### src/core/cdus_pkg.sv
package cdus_pkg;

  // ------------------------------------------------------------
  // register bus
  // ------------------------------------------------------------
  localparam int          ADDR_W        = 4;
  localparam int          BYTE_W        = 8;
  localparam logic [3:0]  OFS_CTRL_ZERO = 4'h0;
  localparam logic [3:0]  OFS_HIGH_ZERO = 4'h1;
  localparam logic [3:0]  OFS_LOW_ZERO  = 4'h2;
  localparam logic [3:0]  OFS_CTRL_ONE  = 4'h3;
  localparam logic [3:0]  OFS_HIGH_ONE  = 4'h4;
  localparam logic [3:0]  OFS_LOW_ONE   = 4'h5;
  localparam logic [3:0]  OFS_MERGE     = 4'h6;
  localparam logic [3:0]  OFS_LATCH_H0  = 4'h8;
  localparam logic [3:0]  OFS_LATCH_L0  = 4'h9;
  localparam logic [3:0]  OFS_LATCH_H1  = 4'hA;
  localparam logic [3:0]  OFS_LATCH_L1  = 4'hB;

  // ------------------------------------------------------------
  // converter_control layout
  // ------------------------------------------------------------
  localparam int          CTRL_EN_BIT   = 7;
  localparam int          CTRL_CM_LSB   = 4;
  localparam int          CTRL_RJ_BIT   = 2;
  localparam int          CTRL_FS_LSB   = 0;
  localparam logic [7:0]  CTRL_RESET    = 8'h73;
  localparam logic [7:0]  CTRL_WMASK    = 8'hF7;
  localparam logic [7:0]  HIGH_RESET    = 8'h00;
  localparam logic [7:0]  LOW_RESET     = 8'h00;
  localparam logic [7:0]  MERGE_RESET   = 8'h00;
  localparam int          MERGE_BIT     = 0;

  // ------------------------------------------------------------
  // update_trigger_select codes
  // ------------------------------------------------------------
  localparam logic [2:0]  CM_TIMER0     = 3'h0;
  localparam logic [2:0]  CM_TIMER1     = 3'h1;
  localparam logic [2:0]  CM_TIMER2     = 3'h2;
  localparam logic [2:0]  CM_TIMER3     = 3'h3;
  localparam logic [2:0]  CM_RISE       = 3'h4;
  localparam logic [2:0]  CM_FALL       = 3'h5;
  localparam logic [2:0]  CM_ANY        = 3'h6;
  localparam logic [2:0]  CM_WRITE      = 3'h7;

  // ------------------------------------------------------------
  // full_scale_select codes
  // ------------------------------------------------------------
  localparam logic [1:0]  FS_QUARTER_MA = 2'h0;
  localparam logic [1:0]  FS_HALF_MA    = 2'h1;
  localparam logic [1:0]  FS_ONE_MA     = 2'h2;
  localparam logic [1:0]  FS_TWO_MA     = 2'h3;

  localparam logic [11:0] LATCH_RESET   = 12'h000;

endpackage

### src/core/cdus_top.sv
// Overview of operation
// - two independent 12-bit converters with own registers
// - each converter enabled separately, no cross effect
// - trigger select 111 updates on high write
// - low byte write only stored in write mode
// - high write moves both bytes same cycle
// - codes 000-011 update on timer 0-3 overflow
// - timers 2,3 use low or high overflow
// - codes 100-110 update on strobe rise/fall/either
// - four full-scale settings per converter
// - both enabled: separate pins or merged pin
// - justify bit chooses left or right mapping
// - full scale resets to 2 mA
// - merge set routes both onto first pin
//
// The plain strobed port and the register addresses were chosen for this implementation.
`timescale 1ns/1ns
module cdus_top
  import cdus_pkg::*;
#(
  parameter int NUM_CONV = 2,
  parameter int CONV_W   = 12
) (
  input  wire logic              clk,
  input  wire logic              rst_b,
  input  wire logic [ADDR_W-1:0] addr,
  input  wire logic [BYTE_W-1:0] wrData,
  input  wire logic              wrStrobe,
  input  wire logic              rdStrobe,
  output logic      [BYTE_W-1:0] rdData,
  input  wire logic              timer0Ovf,
  input  wire logic              timer1Ovf,
  input  wire logic              timer2LowOvf,
  input  wire logic              timer2HighOvf,
  input  wire logic              timer2EightBit,
  input  wire logic              timer3LowOvf,
  input  wire logic              timer3HighOvf,
  input  wire logic              timer3EightBit,
  input  wire logic              externalConvertStrobe,
  output logic      [1:0]        converterEnable,
  output logic      [1:0]        fullScaleZero,
  output logic      [1:0]        fullScaleOne,
  output logic      [CONV_W-1:0] latchZero,
  output logic      [CONV_W-1:0] latchOne,
  output logic      [1:0]        updatePulse,
  output logic                   pinZeroFromZero,
  output logic                   pinZeroFromOne,
  output logic                   pinOneFromOne
);

  if (NUM_CONV != 2 || CONV_W != 12) begin : gParamCheck
    $error("cdus_top serves exactly two 12-bit converters");
  end

  // ------------------------------------------------------------
  // reset release
  // ------------------------------------------------------------
  logic rstMeta_q;
  logic rstSyncB;

  always_ff @(posedge clk or negedge rst_b) begin
    if (!rst_b) begin
      rstMeta_q <= 1'b0;
      rstSyncB  <= 1'b0;
    end else begin
      rstMeta_q <= 1'b1;
      rstSyncB  <= rstMeta_q;
    end
  end

  // ------------------------------------------------------------
  // strobe synchroniser and edge detect
  // ------------------------------------------------------------
  logic strobeMeta_q;
  logic strobeSync_q;
  logic strobePrev_q;
  logic strobeRise;
  logic strobeFall;

  always_ff @(posedge clk or negedge rstSyncB) begin
    if (!rstSyncB) begin
      strobeMeta_q <= 1'b0;
      strobeSync_q <= 1'b0;
      strobePrev_q <= 1'b0;
    end else begin
      strobeMeta_q <= externalConvertStrobe;
      strobeSync_q <= strobeMeta_q;
      strobePrev_q <= strobeSync_q;
    end
  end

  // compares the two settled stages only, never the first one
  assign strobeRise = strobeSync_q & ~strobePrev_q;
  assign strobeFall = ~strobeSync_q & strobePrev_q;

  // ------------------------------------------------------------
  // timer events
  // ------------------------------------------------------------
  logic [3:0] timerEvt;

  assign timerEvt[0] = timer0Ovf;
  assign timerEvt[1] = timer1Ovf;
  assign timerEvt[2] = timer2EightBit ? timer2LowOvf : timer2HighOvf;
  assign timerEvt[3] = timer3EightBit ? timer3LowOvf : timer3HighOvf;

  // ------------------------------------------------------------
  // write decode
  // ------------------------------------------------------------
  logic [1:0]        wrCtrl;
  logic [1:0]        wrHigh;
  logic [1:0]        wrLow;
  logic [BYTE_W-1:0] ctrlReg  [NUM_CONV];
  logic [BYTE_W-1:0] highReg  [NUM_CONV];
  logic [BYTE_W-1:0] lowReg   [NUM_CONV];
  logic [CONV_W-1:0] latchReg [NUM_CONV];
  logic [BYTE_W-1:0] merge_q;

  assign wrCtrl[0] = wrStrobe && addr == OFS_CTRL_ZERO;
  assign wrHigh[0] = wrStrobe && addr == OFS_HIGH_ZERO;
  assign wrLow[0]  = wrStrobe && addr == OFS_LOW_ZERO;
  assign wrCtrl[1] = wrStrobe && addr == OFS_CTRL_ONE;
  assign wrHigh[1] = wrStrobe && addr == OFS_HIGH_ONE;
  assign wrLow[1]  = wrStrobe && addr == OFS_LOW_ONE;

  always_ff @(posedge clk or negedge rstSyncB) begin
    if (!rstSyncB) begin
      merge_q <= MERGE_RESET;
    end else if (wrStrobe && addr == OFS_MERGE) begin
      merge_q <= {7'h00, wrData[MERGE_BIT]};
    end
  end

  // ------------------------------------------------------------
  // converter channels
  // ------------------------------------------------------------
  for (genvar gi = 0; gi < NUM_CONV; gi++) begin : gConv
    cdus_channel #(
      .CONV_W (CONV_W)
    ) cdus_channel_i (
      .clk         (clk),
      .rstB        (rstSyncB),
      .wrCtrl      (wrCtrl[gi]),
      .wrHigh      (wrHigh[gi]),
      .wrLow       (wrLow[gi]),
      .wrData      (wrData),
      .timerEvt    (timerEvt),
      .strobeRise  (strobeRise),
      .strobeFall  (strobeFall),
      .ctrlReg     (ctrlReg[gi]),
      .highReg     (highReg[gi]),
      .lowReg      (lowReg[gi]),
      .latchWord   (latchReg[gi]),
      .updatePulse (updatePulse[gi])
    );
    assign converterEnable[gi] = ctrlReg[gi][CTRL_EN_BIT];
  end

  // full-scale code goes straight to the analog range select
  assign fullScaleZero = ctrlReg[0][CTRL_FS_LSB +: 2];
  assign fullScaleOne  = ctrlReg[1][CTRL_FS_LSB +: 2];
  assign latchZero     = latchReg[0];
  assign latchOne      = latchReg[1];

  // ------------------------------------------------------------
  // output routing
  // ------------------------------------------------------------
  // second converter follows the merge bit even when the first is off
  always_ff @(posedge clk or negedge rstSyncB) begin
    if (!rstSyncB) begin
      pinZeroFromZero <= 1'b0;
      pinZeroFromOne  <= 1'b0;
      pinOneFromOne   <= 1'b0;
    end else begin
      pinZeroFromZero <= converterEnable[0];
      pinZeroFromOne  <= converterEnable[1] & merge_q[MERGE_BIT];
      pinOneFromOne   <= converterEnable[1] & ~merge_q[MERGE_BIT];
    end
  end

  // ------------------------------------------------------------
  // read port
  // ------------------------------------------------------------
  logic [BYTE_W-1:0] rdMux;

  always_comb begin
    unique case (addr)
      OFS_CTRL_ZERO: rdMux = ctrlReg[0];
      OFS_HIGH_ZERO: rdMux = highReg[0];
      OFS_LOW_ZERO:  rdMux = lowReg[0];
      OFS_CTRL_ONE:  rdMux = ctrlReg[1];
      OFS_HIGH_ONE:  rdMux = highReg[1];
      OFS_LOW_ONE:   rdMux = lowReg[1];
      OFS_MERGE:     rdMux = merge_q;
      OFS_LATCH_H0:  rdMux = {4'h0, latchReg[0][11:8]};
      OFS_LATCH_L0:  rdMux = latchReg[0][7:0];
      OFS_LATCH_H1:  rdMux = {4'h0, latchReg[1][11:8]};
      OFS_LATCH_L1:  rdMux = latchReg[1][7:0];
      default:       rdMux = 8'h00;
    endcase
  end

  // data stands only in the cycle after the strobe
  always_ff @(posedge clk or negedge rstSyncB) begin
    if (!rstSyncB) begin
      rdData <= 8'h00;
    end else if (rdStrobe) begin
      rdData <= rdMux;
    end else begin
      rdData <= 8'h00;
    end
  end

  logic [2:0] modeZero;
  assign modeZero = ctrlReg[0][CTRL_CM_LSB +: 3];
endmodule

### src/core/cdus_channel.sv
`timescale 1ns/1ns
module cdus_channel
  import cdus_pkg::*;
#(
  parameter int CONV_W = 12
) (
  input  wire logic              clk,
  input  wire logic              rstB,
  input  wire logic              wrCtrl,
  input  wire logic              wrHigh,
  input  wire logic              wrLow,
  input  wire logic [BYTE_W-1:0] wrData,
  input  wire logic [3:0]        timerEvt,
  input  wire logic              strobeRise,
  input  wire logic              strobeFall,
  output logic      [BYTE_W-1:0] ctrlReg,
  output logic      [BYTE_W-1:0] highReg,
  output logic      [BYTE_W-1:0] lowReg,
  output logic      [CONV_W-1:0] latchWord,
  output logic                   updatePulse
);

  if (CONV_W != 12) begin : gWidthCheck
    $error("cdus_channel serves only a 12-bit converter");
  end

  logic [2:0]        mode;
  logic [BYTE_W-1:0] highD;
  logic [BYTE_W-1:0] lowD;
  logic [CONV_W-1:0] wordD;
  logic              trigger;

  assign mode = ctrlReg[CTRL_CM_LSB +: 3];

  // ------------------------------------------------------------
  // trigger selection
  // ------------------------------------------------------------
  always_comb begin
    unique case (mode)
      CM_TIMER0, CM_TIMER1,
      CM_TIMER2, CM_TIMER3: trigger = timerEvt[mode[1:0]];
      CM_RISE:              trigger = strobeRise;
      CM_FALL:              trigger = strobeFall;
      CM_ANY:               trigger = strobeRise | strobeFall;
      CM_WRITE:             trigger = wrHigh;
    endcase
  end

  // newest bytes, so a write in the trigger cycle is not missed
  assign highD = wrHigh ? wrData : highReg;
  assign lowD  = wrLow  ? wrData : lowReg;

  // justification picks where the 12 bits sit in the two bytes
  assign wordD = ctrlReg[CTRL_RJ_BIT] ? {highD[3:0], lowD}
                                      : {highD, lowD[7:4]};

  always_ff @(posedge clk or negedge rstB) begin
    if (!rstB) begin
      ctrlReg <= CTRL_RESET;
    end else if (wrCtrl) begin
      ctrlReg <= wrData & CTRL_WMASK;
    end
  end

  always_ff @(posedge clk or negedge rstB) begin
    if (!rstB) begin
      highReg <= HIGH_RESET;
      lowReg  <= LOW_RESET;
    end else begin
      highReg <= highD;
      lowReg  <= lowD;
    end
  end

  // high byte and held low byte land in the same edge
  always_ff @(posedge clk or negedge rstB) begin
    if (!rstB) begin
      latchWord   <= LATCH_RESET;
      updatePulse <= 1'b0;
    end else begin
      updatePulse <= trigger;
      if (trigger) begin
        latchWord <= wordD;
      end
    end
  end

endmodule

### config.mk
export PLATFORM = sky130hd
export DESIGN_NAME = cdus_top
export DESIGN_NICKNAME = d
export VERILOG_FILES = /design/src/core/cdus_pkg.sv /design/src/core/cdus_top.sv /design/src/core/cdus_channel.sv
export SDC_FILE = /design/constraint.sdc
export NUM_CORES = 1
export LEC_CHECK = 0
export ABC_AREA = 0
export BUFFER_PORTS_ARGS = -buffer_cell sky130_fd_sc_hd__buf_2
export CAP_MARGIN = 30
export CORE_UTILIZATION = 34
export CTS_BUF_LIST = sky130_fd_sc_hd__clkbuf_2
export CTS_CLUSTER_DIAMETER = 60
export DETAILED_ROUTE_END_ITERATION = 8
export GPL_TIMING_DRIVEN = 0
export PLACE_DENSITY = 0.55
export SLEW_MARGIN = 20
export SYNTH_ARGS = -nofsm -noshare
export SYNTH_HDL_FRONTEND = slang
export SYNTH_SLANG_ARGS = --single-unit
### constraint.sdc
create_clock -name clk -period 3.3 [get_ports clk]
set_input_delay 0.495 -clock clk [delete_from_list [all_inputs] [get_ports clk]]
set_output_delay 0.495 -clock clk [all_outputs]
set_load 0.01 [all_outputs]
**Word level (Yosys, flattened, before mapping)**

Index checks and enable logic that the tools add are counted.

- Word-level logic and storage cells: 82
- Memories kept: 0
- Bits in latches: 0
- Memory bits (read-only): 0
- Memory bits (writable): 0
- Flip-flop bits (word level): 89
- Output and inout bits: 43
- Input bits: 25

- Reduce and logical (&&, ||, !) cells: 12
- Multipliers: 0
- Multiplexer cells: 16
- Equal/unequal tests: 24
- Div/mod/pow operators: 0
- Shift operators: 0
- $lt $le $gt $ge: 2
- Add/sub/neg operators: 0
- Bitwise logic cells: 8

Operator list:

| kind | count |
|---|---|
| $pmux W8 S11 | 1 |
| $mux W8 | 5 |
| $eq A3 B3 Y1 const B | 8 |
| $mux W12 | 2 |
| $eq A4 B4 Y1 const B | 4 |
| $eq A3 B2 Y1 const B | 4 |
| $eq A4 B3 Y1 const B | 3 |
| $pmux W1 S5 | 2 |
| $eq A4 B2 Y1 const B | 2 |
| $reduce_or A4 Y1 | 2 |
| $logic_and A1 B1 Y1 | 7 |
| $eq A3 B1 Y1 const B | 2 |
| $logic_not A3 Y1 | 2 |
| $lt A2 B3 Y1 const B | 2 |
| $and A1 B1 Y1 | 4 |
| $bmux W1 S2 | 2 |
| $eq A4 B1 Y1 const B | 1 |
| $logic_not A4 Y1 | 1 |
| $mux W1 | 4 |
| $not A1 Y1 | 3 |
| $or A1 B1 Y1 | 1 |

**Depth between registers and ports, before layout**

Gate-level depths: netlist (run 1).

- Depth in word-level cells: 4
- Depth in mapped cells: 8

**Hierarchy**

From an unflattened synthesis (run 1), not the netlist that was laid out.

- Cells, all modules: 347
- Area, all modules: 4,525.6 um^2

Modules (own cells, without submodules):

| module | area an instance (um^2) | cells each | times used |
|---|---|---|---|
| cdus_channel | 1,569.0 | 101 | 2 |
| cdus_top | 1,387.6 | 145 | 1 |

**Worst setup path after synthesis (run 1)**

Ideal clock, no wire load.

- Path kind: input to register
- Start point: input port addr[0]
- End point: register gConv[1].cdus_channel_i.latchWord[0]
- Data required time: 3,175 ps
- Slack: 1,279 ps
- Data arrival time: 1,896 ps
- Cell stages on the path: 5
- Cells stage by stage: buf_2 > or4_4 > a31oi_4 > buf_12 > mux2_4

- Elaborated cells between the ends (all ways): 7
- Those cells by class: 2 x eq/ne; 3 x mux; 2 x reduce/logical

RTL lines:

| what | line | RTL |
|---|---|---|
| start, declared | cdus_top.sv:26 | `input wire logic [ADDR_W-1:0] addr,` |
| $eq A4 B3 Y1 | cdus_top.sv:122 | `assign wrHigh[1] = wrStrobe && addr == OFS_HIGH_ONE;` |
| $logic_and A1 B1 Y1 | cdus_top.sv:122 |  |
| $pmux W1 S5 | cdus_channel.sv:39 | `unique case (mode)` |
| net gConv[1].cdus_channel_i.trigger | cdus_channel.sv:31 | `logic trigger;` |
| end signal, assigned | cdus_channel.sv:83 | `latchWord <= wordD;` |
| end, declared | cdus_channel.sv:19 | `output logic [CONV_W-1:0] latchWord,` |

The timed path passes the listed nets, and every way through them passes these cells.
A chain may end at the register's enable or synchronous reset.

**Worst setup path after layout (run 1)**

- Start point: register gConv[1].cdus_channel_i.ctrlReg[4]
- End point: register gConv[1].cdus_channel_i.latchWord[1]

- Longest elaborated chain between the ends: 3
- Elaborated cells between the ends (all ways): 12
- Those cells by class: 7 x eq/ne; 3 x mux; 2 x reduce/logical

RTL lines:

| what | line | RTL |
|---|---|---|
| start, declared | cdus_channel.sv:16 | `output logic [BYTE_W-1:0] ctrlReg,` |
| start signal, assigned | cdus_channel.sv:61 | `ctrlReg <= wrData & CTRL_WMASK;` |
| $eq A3 B1 Y1, or another cell as far along | cdus_channel.sv:39 |  |
| $reduce_or A4 Y1 or $mux W1 (tied branches) | cdus_channel.sv:39, cdus_channel.sv:41 |  |
| $pmux W1 S5 * | cdus_channel.sv:39 |  |
| net gConv[1].cdus_channel_i.trigger | cdus_channel.sv:31 |  |

Mark *: on every way through the listed nets, which the timed path passes. The rest lies on a longest branch. The select of a mux whose other input is x is not followed.

==> impl_metrics.ini, run 1 <==
[status]
status = finished, final reports clean

[placement]
dp_hpwl_mm = 9.06
placed_cell_area_sq_um = 5230
dpl.cell_count = 626
port_buffers = 63
gp_congestion = 0.862

[sta]
rsz0062_at_grt = false
tightest_slew_ns = 0.935
slew_violations = 0
setup_viol = 0
max_freq_mhz = 435
hold_violations = 0
hold-worst-slack_ns = 0.143
period_share_pct = 69.6
min_period_ns = 2.30
maxSlewHeadroom_pct = 37.2
skew_ns = 0.0346

[yosys]
yosys_warnings = 0
post-synth-top-area-fraction_pct = 42.4
yosysMostFrequentCell = dfrtp_1
synthDistinctLibCells = 55
netlist_top_cells_area = dfrtp_1 (42%), mux2i_1 (15%), mux2_2 (6.5%)
yosysTopAreaCell = dfrtp_1
postSynthCellCount = 386
synth_nets = 413
ys_seq_area_share_pct = 48.0
synth_area_sq_um = 4660
avgSynthCellArea_sq_um = 12.1
synth_edf_count = 0
synthFlopType = dfrtp_1
ys_ff_latch = 89
async_flop_share_pct = 100
synth_commonest_cells = dfrtp_1 (79), mux2i_1 (68), inv_1 (37)

[global_route]
antenna_found_initial = 0
grt_pass1_vias = 3450
grt_pass1_wl_mm = 20.4
grt_max_degree = 49
overflow = 0
track_usage_pct = 19.4

[clock_tree]
htree_levels = 3
tritoncts = done
root_buffer = clkbuf_2
cts_max_path_buffers = 2
cts_resized = 0
clkTransAtPathRegs_ns = 0.25
cts_sinks = 89
cts_buffers = 9
insertion_delay_ns = 0.61

[cells_and_area]
stdcell_count = 644
antenna_cells = 0
syn_to_final_growth_pct = 15.5
nFillCells = 1332
seq_area_sq_um = 2240
fin_util_pct = 40.5
fin_nets = 490
drive_gt1_share_pct = 37.0
final_cell_area_sq_um = 5390
multiInputGateArea_sq_um = 2090

[floorplanning]
core_area_sq_um = 13300
dieArea_sq_um = 14200
die_w_um = 119
dieHeight_um = 119
rows = 42
pin_count = 68
initial_core_util_pct = 35.1

[detailed_routing]
wl_mm = 12.7
ant_nets = 0
drc = 0
drtIter0Drc = 277
vias = 3298
routedWlPerCell_um = 19.8
drt-pass1-iter-count = 5
drt-vias-per-instance = 5.12

[worst_setup_path]
reg2reg_to = gConv[1].cdus_channel_i.latchWord[1]$_DFFE_PN0P_
arrival_ns = 2.80
path_max_fanout = 10
crit_required_ns = 3.80
cp-start-kind = flop
reg2reg_depth = 6
r2r_slack_ns = 1.00
cpMaxStageDelayCell = dfstp_2
crit_type = flop to flop
rr_startpoint = gConv[1].cdus_channel_i.ctrlReg[4]$_DFFE_PN1P_
path_cells = buf_2 -> nand4_1 -> or4_4 -> a31oi_4 -> buf_12 -> mux2_4
critical_path.max_stage_delay_ns = 0.56
worstSetupEndpointType = flop

[pwr]
ir_drop_v = 0.000375
p_leak_nw = 2.72
power_density_nw_per_um2 = 684

[worst_hold_path]
hold_class = input pin to asynchronous set/reset pin

[job]
drv_cap = 0
worst max-delay path: cells and delay by family (launching register included):
family,cells,cell delay [ns]
mux,1,0.30
flops,1,0.56
compound gates,1,0.35
simple gates,2,0.58
buf+inv,2,0.42
registers in the layout (all words and copies together), names as in the netlist, 2 cells and up:
signal,count
gConv.cdus_channel_i.latchWord,24
gConv.cdus_channel_i.highReg,16
rdData,8
gConv.cdus_channel_i.ctrlReg,14
gConv.cdus_channel_i.lowReg,16
gConv.cdus_channel_i.updatePulse,2
what timing repair did:
item | in CTS | in global routing
hold endpoints to repair | 3 | 0
hold buffers | 2 | 0
setup buffers | 0 | 0
per-stage QoR:
stage | setup WS [ns] | power, mW | TNS [ns]
CTS | 0.996 | 3.72 | 0
global placement | -0.483 | 3.03 | -36.72
global route | 0.953 | 3.90 | 0
floorplan | 0.655 | 2.57 | 0
detailed placement | 0.822 | 3.06 | 0
finish | 1.00 | 3.68 | 0
kinds of logic after synthesis:
group / Yosys count / share of synthesized area [%]
compound gates: 56 / 9.15
fa+ha+maj: 2 / 0.536
buf+inv: 69 / 7.22
flops: 89 / 48.0
mux: 116 / 28.0
other cells: 1 / 0.0804
simple gates: 53 / 7.06
area by class of cell:
cell class | instances | area share [%]
buffer | 32 | 3.67
clock buffer | 12 | 1.11
clock inverter | 4 | 1.44
inverter | 37 | 2.58
multi-input combinational | 228 | 38.8
sequential | 89 | 41.6
tap | 176 | 4.09
timing repair buffer | 66 | 6.73
worst max-delay path by stage:
stage / start / end / slack, ns / cells after the start
after floorplan: rstSyncB$_DFF_PN0_ / gConv[0].cdus_channel_i.ctrlReg[2]$_DFFE_PN0P_ / 0.65 / 0
after global placement: rstSyncB$_DFF_PN0_ / gConv[1].cdus_channel_i.updatePulse$_DFF_PN0_ / -0.48 / 0
after detailed placement: addr[0] / gConv[1].cdus_channel_i.latchWord[11]$_DFFE_PN0P_ / 0.82 / 5
after CTS: gConv[1].cdus_channel_i.ctrlReg[4]$_DFFE_PN1P_ / gConv[1].cdus_channel_i.latchWord[1]$_DFFE_PN0P_ / 1.0 / 6
after global routing: gConv[1].cdus_channel_i.ctrlReg[4]$_DFFE_PN1P_ / gConv[1].cdus_channel_i.latchWord[1]$_DFFE_PN0P_ / 0.95 / 6
final: gConv[1].cdus_channel_i.ctrlReg[4]$_DFFE_PN1P_ / gConv[1].cdus_channel_i.latchWord[1]$_DFFE_PN0P_ / 1.00 / 6
power breakdown:
group          switching [mW]  total (mW)  internal [mW]
Sequential              0.242        1.66           1.41
Combinational           0.660        1.37          0.713
Clock                   0.389       0.653          0.265
placed cells by master, fill, tap and decap left out, drive strengths merged, types with 4 or more instances in the layout:
master / instances
dfstp: 10
o22ai: 4
a221oi: 4
dfrtp: 79
mux2i: 68
nand2: 14
nand2b: 5
o21ai: 7
a31oi: 4
mux2: 47
nor2b: 6
buf: 89
nor2: 7
a22oi: 6
nand3: 4
a21oi: 14
inv: 38
clkbuf: 19
routing by layer:
| layer | wire length (um) | track usage (%) | vias up |
|---|---|---|---|
| met5 | 0 | 0 | - |
| met4 | 157 | 4.75 | 0 |
| met3 | 728 | 4.79 | 15 |
| met2 | 5820 | 29.9 | 116 |
| met1 | 6040 | 27.2 | 1655 |
| li1 | - | - | 1512 |
(Power assumes the default switching activity.)
==> run 2, diff against run 1 <==
- clock period: 3.3 -> 2.24 ns (I/O delays scaled with it)
==> run 2 against run 1 <==
  * Combinational power is 51% higher
  * Sequential share of layout area is 0.30 points lower
  * Die area stayed put
  * Clock power is 7.4% higher
  * Sequential cell count stayed put
  * Worst setup slack worse by 0.92 ns
  * Maximum frequency is 6.7% higher
  * Critical path type unchanged
  * Largest power group unchanged
==> impl_metrics.ini, run 2 (synthesized netlist as in run 1, its figures left out) <==
[floorplanning]
dieHeight_um = 119
dieArea_sq_um = 14200
rows = 42
core_area_sq_um = 13300
initial_core_util_pct = 35.1
pin_count = 68
die_w_um = 119

[worst_hold_path]
hp-start = rdStrobe
hold_class = input pin to flop
hold_end = rdData[2]$_DFF_PN0_
worstHoldPathCells = 3

[worst_setup_path]
r2r_slack_ns = 0.09
worstSetupEndpointType = flop
reg2reg_depth = 6
cp-start-kind = flop
crit_required_ns = 2.75
arrival_ns = 2.67
critical_path.max_stage_delay_ns = 0.56
cpLargestDelayFamily = simple AND/OR/NAND/NOR gates
crit_type = flop to flop
path_max_fanout = 10
path_buf_inv = 2
cpMaxStageDelayCell = dfstp_2
reg2reg_to = gConv[1].cdus_channel_i.latchWord[2]$_DFFE_PN0P_
rr_startpoint = gConv[1].cdus_channel_i.ctrlReg[4]$_DFFE_PN1P_
path_cells = buf_2 -> nand4_1 -> or4_4 -> a31oi_4 -> buf_12 -> mux2_4

[sta]
setup_ws_ns = 0.0859
slew_violations = 0
hold_violations = 0
timing.setup.tns_ns = 0
tightest_slew_ns = 0.976
max_freq_mhz = 464
rsz0062_at_grt = false
maxSlewHeadroom_pct = 34.5
skew_ns = 0.0165
setup_viol = 0
hold-worst-slack_ns = 0.0736
min_period_ns = 2.15
period_share_pct = 96.2

[cells_and_area]
regMostFlops = gConv.cdus_channel_i.latchWord
final_cell_mix = dfrtp_1 (78), buf_2 (72), mux2i_1 (68)
syn_to_final_growth_pct = 16.4
reg_top3 = gConv.cdus_channel_i.latchWord (24), gConv.cdus_channel_i.highReg (16), gConv.cdus_channel_i.lowReg (16)
drive_gt1_share_pct = 36.5
final_cell_area_sq_um = 5430
fin_nets = 499
layout_commonest_cell = dfrtp_1
largest_reg_flops = 24
antenna_cells = 0

[detailed_routing]
wl_mm = 12.9
drtIter0Drc = 214
ant_nets = 0
drt-pass1-iter-count = 4
routedWlPerCell_um = 19.7
drt-vias-per-instance = 5.13
drc = 0
vias = 3350

[clock_tree]
insertion_delay_ns = 0.61
htree_levels = 3
cts_sinks = 89
tritoncts = done
cts_buffers = 9
cts_max_path_buffers = 2
clkTransAtPathRegs_ns = 0.23
root_buffer = clkbuf_2

[global_route]
overflow = 0
grt_pass1_wl_mm = 20.0
antenna_found_initial = 0
grt_pass1_vias = 3379
track_usage_pct = 19.3
grt_max_degree = 47

[placement]
dp_hpwl_mm = 9.07
port_buffers = 63
gp_congestion = 0.833
placed_cell_area_sq_um = 5230
pre_cts_ws_ns = -0.0413

[pwr]
power_density_nw_per_um2 = 963
finalPower_mw = 5.23
ir_drop_v = 0.000474
p_leak_nw = 2.72

[job]
drv_cap = 0

[status]
status = finished, final reports clean
[run 2: cell types whose count changed in the layout (fill, tap and decap cells not counted), sizes merged]
cell | previous run | this run
dlygate4sd3 | 2 | 8
clkinvlp | 0 | 2
clkbuf | 19 | 15
buf | 89 | 93
clkinv | 1 | 5
inv | 38 | 37
bufinv | 2 | 0
[run 2: where the power goes]
part	internal, mW	switching [mW]
combinational	1.09	0.976
sequential	2.08	0.370
clock	0.132	0.569
total	3.31	1.92
[run 2: worst max-delay path by stage]
| stage | start | end | slack (ns) | cells past startpoint |
|---|---|---|---|---|
| floorplan | gConv[0].cdus_channel_i.ctrlReg[5]$_DFFE_PN1P_ | gConv[0].cdus_channel_i.latchWord[10]$_DFFE_PN0P_ | 0.23 | 6 |
| global placement | addr[0] | gConv[1].cdus_channel_i.latchWord[11]$_DFFE_PN0P_ | -0.06 | 5 |
| detailed placement | addr[0] | gConv[1].cdus_channel_i.latchWord[11]$_DFFE_PN0P_ | -0.04 | 5 |
| CTS | gConv[0].cdus_channel_i.ctrlReg[5]$_DFFE_PN1P_ | gConv[0].cdus_channel_i.latchWord[10]$_DFFE_PN0P_ | 0.01 | 6 |
| global route | strobeSync_q$_DFF_PN0_ | gConv[0].cdus_channel_i.latchWord[6]$_DFFE_PN0P_ | 0.009 | 7 |
| finish | gConv[1].cdus_channel_i.ctrlReg[4]$_DFFE_PN1P_ | gConv[1].cdus_channel_i.latchWord[2]$_DFFE_PN0P_ | 0.09 | 6 |
[run 2: per-layer routing]
| metal | vias to the layer above | track usage (%) | part of all wire [%] |
|---|---|---|---|
| met5 | - | 0 | 0 |
| met2 | 129 | 28.9 | 46 |
| li1 | 1527 | - | - |
| met4 | 0 | 8.54 | 2.4 |
| met3 | 24 | 3.83 | 5.3 |
| met1 | 1670 | 26.9 | 47 |
[run 2: timing repair]
action | CTS | global route
gates resized for setup | 1 | 1
hold endpoints to repair | 20 | 0
buffers inserted | 3 | 1
pin swaps | 2 | 1
endpoints found under the setup margin | 18 | 12
hold buffers | 8 | 0
[run 2: layout make-up]
class                      count  area [sq um]
fill                        1330          7870
sequential                    89          2240
multi-input combinational    228          2090
timing repair buffer          76           453
tap                          176           220
buffer                        31           201
inverter                      37           139
clock buffer                   9          45.0
clock inverter                 7          37.5
[run 2: tightest hold or removal path, stage by stage]
cell and delay (ns):
buf_2 0.11, nand2_1 0.11, o22ai_1 0.10
[run 2: metrics by stage]
step / std cells / utilization, %
after floorplan: 386 / -
after global placement: 625 / 39.1
after detailed placement: 626 / 39.3
after CTS: 653 / 40.8
after global routing: 653 / 40.8
final: 653 / 40.8
==> run 3, diff against run 2 <==
- PLACE_DENSITY: 0.55 -> not set
- PLACE_DENSITY_LB_ADDON: not set -> 0.25
==> run 3 against run 2 <==
  * Via count decreased by 1.1%
  * Clock skew up 0.026 ns
  * Non-clock buffer count fell by 4
  * First-iteration DRC count is the same
  * Wire length shrank 1.1%
  * Die area unchanged
  * Register-to-register slack worse by 0.03 ns
  * Highest routed layer unchanged
  * Sequential cell count unchanged
  * Cell area fell by 0.25%
  * Sequential power barely moved
  * Clock power grew 16%
  * Critical path depth unchanged
==> impl_metrics.ini, run 3 (synthesized netlist as in run 1, its figures left out) <==
[floorplanning]
rows = 42
die_w_um = 119
core_area_sq_um = 13300
dieHeight_um = 119
dieArea_sq_um = 14200
pin_count = 68
initial_core_util_pct = 35.1

[worst_setup_path]
crit_type = flop to flop
worstSetupEndpointType = flop
rr_startpoint = gConv[0].cdus_channel_i.ctrlReg[5]$_DFFE_PN1P_
arrival_ns = 2.66
path_max_fanout = 10
r2r_slack_ns = 0.05
critical_path.max_stage_delay_ns = 0.55
path_buf_inv = 2
cpLargestDelayFamily = multiplexers
cpMaxStageDelayCell = dfstp_2
cp-start-kind = flop
reg2reg_depth = 6
cp_common_cell = mux2_4
crit_required_ns = 2.71
worstSetupStartpoint = gConv[0].cdus_channel_i.ctrlReg[5]$_DFFE_PN1P_
path_cells = clkbuf_2 -> mux2_4 -> o221a_2 -> a21oi_4 -> buf_12 -> mux2_4
reg2reg_to = gConv[0].cdus_channel_i.latchWord[5]$_DFFE_PN0P_
path_depth = 6
crit_path_end = gConv[0].cdus_channel_i.latchWord[5]$_DFFE_PN0P_

[detailed_routing]
drc = 0
drt-pass1-iter-count = 4
drtIter0Drc = 214
wl_mm = 12.7
drt-vias-per-instance = 5.11
vias = 3314
ant_nets = 0
routedWlPerCell_um = 19.6

[sta]
max_freq_mhz = 457
maxSlewHeadroom_pct = 38.3
skew_ns = 0.0422
setup_viol = 0
rsz0062_at_grt = false
hold_violations = 0
period_share_pct = 97.7
slew_violations = 0
tightest_slew_ns = 0.919
min_period_ns = 2.19

[cells_and_area]
layout_commonest_cell = dfrtp_1
final_cell_area_sq_um = 5410
drive_gt1_share_pct = 36.6
nFillCells = 1282
antenna_cells = 0
reg_top3 = gConv.cdus_channel_i.latchWord (24), gConv.cdus_channel_i.highReg (16), gConv.cdus_channel_i.lowReg (16)
syn_to_final_growth_pct = 16.1
regMostFlops = gConv.cdus_channel_i.latchWord
final_cell_mix = dfrtp_1 (78), buf_2 (71), mux2i_1 (68)
largest_reg_flops = 24
fin_nets = 495

[global_route]
antenna_found_initial = 0
grt_pass1_vias = 3420
grt_pass1_wl_mm = 20.2
track_usage_pct = 19.2
grt_max_degree = 47
overflow = 0

[job]
drv_cap = 0

[clock_tree]
cts_sinks = 89
htree_levels = 3
clkTransAtPathRegs_ns = 0.24
cts_max_path_buffers = 2
root_buffer = clkbuf_2
cts_buffers = 9
insertion_delay_ns = 0.60
tritoncts = done

[pwr]
p_leak_nw = 2.73
ir_drop_v = 0.000487
p_seq_share_pct = 46.1
finalPower_mw = 5.32
combPwrFrac_pct = 38.6
power_density_nw_per_um2 = 982
p_clk_share_pct = 15.3
switchingPower_mw = 1.89
switching_share_pct = 35.5
p_int_mw = 3.43

[worst_hold_path]
hold_class = input pin to flop

[placement]
gp_congestion = 0.885
placed_cell_area_sq_um = 5230
dp_hpwl_mm = 9.00
port_buffers = 63

[status]
status = finished, final reports clean
==> run 3: per-stage QoR <==
step                setup WS, ns  hold slack, ns  cells  setup TNS, ns  util, %
finish                    0.0512          0.0579    649              0     40.7
global route             0.00310          0.0249    649              0     40.7
CTS                       0.0210         0.00501    648              0     40.6
detailed placement       -0.0499           0.122    626         -0.137     39.3
global placement         -0.0640           0.121    625         -0.174     39.1
floorplan                  0.227          0.0404    386              0        -
==> run 3: power groups by stage <==
stage / sequential, mW / clock, mW / combinational, mW
global route: 2.52 / 0.896 / 2.22
CTS: 2.45 / 0.846 / 2.06
floorplan: 2.48 / 0 / 1.31
detailed placement: 2.48 / 0 / 2.02
global placement: 2.49 / 0 / 1.98
finish: 2.45 / 0.812 / 2.05
==> run 3: routing by layer <==
metal  up-vias  track usage [%]  share of wire (%)
met5         -                0                  0
met3        21             4.55                6.4
li1       1526                -                  -
met4         0             8.07                2.6
met2       131             29.6                 45
met1      1636             25.8                 46
==> run 3: area by class of cell <==
| cell class | count | area, sq um | area share, % |
|---|---|---|---|
| buffer | 31 | 201 | 3.72 |
| timing repair buffer | 72 | 415 | 7.67 |
| clock buffer | 10 | 50.0 | 0.924 |
| clock inverter | 6 | 56.3 | 1.04 |
| sequential | 89 | 2240 | 41.4 |
| tap | 176 | 220 | 4.07 |
| multi-input combinational | 228 | 2090 | 38.6 |
| inverter | 37 | 139 | 2.57 |
==> run 3: worst min-delay path by stage <==
| stage | startpoint | to | slack, ns | cells after the start |
|---|---|---|---|---|
| 2_1_floorplan | rst_b | rstMeta_q$_DFF_PN0_ | 0.04 | 0 |
| 3_3_place_gp | rst_b | rstMeta_q$_DFF_PN0_ | 0.12 | 1 |
| 3_5_place_dp | rst_b | rstMeta_q$_DFF_PN0_ | 0.12 | 1 |
| 4_1_cts | wrData[2] | gConv[0].cdus_channel_i.lowReg[2]$_DFF_PN0_ | 0.005 | 3 |
| 5_1_grt | wrData[0] | gConv[0].cdus_channel_i.lowReg[0]$_DFF_PN0_ | 0.02 | 3 |
| 6_report | wrData[5] | gConv[1].cdus_channel_i.highReg[5]$_DFF_PN0_ | 0.06 | 3 |
==> run 3: repair_timing <==
action,CTS,global route
endpoints found under the hold margin,10,0
pin swaps,2,2
cloned,0,0
endpoints found under the setup margin,5,10
hold buffers,5,0
buffers inserted,1,2
gates resized for setup,1,1
==> run 3: worst reg2reg max path, cell delays in order (launching register included) <==
cell      delay [ns]
dfstp_2         0.55
clkbuf_2        0.21
mux2_4          0.32
o221a_2         0.30
a21oi_4         0.22
buf_12          0.19
mux2_4          0.31
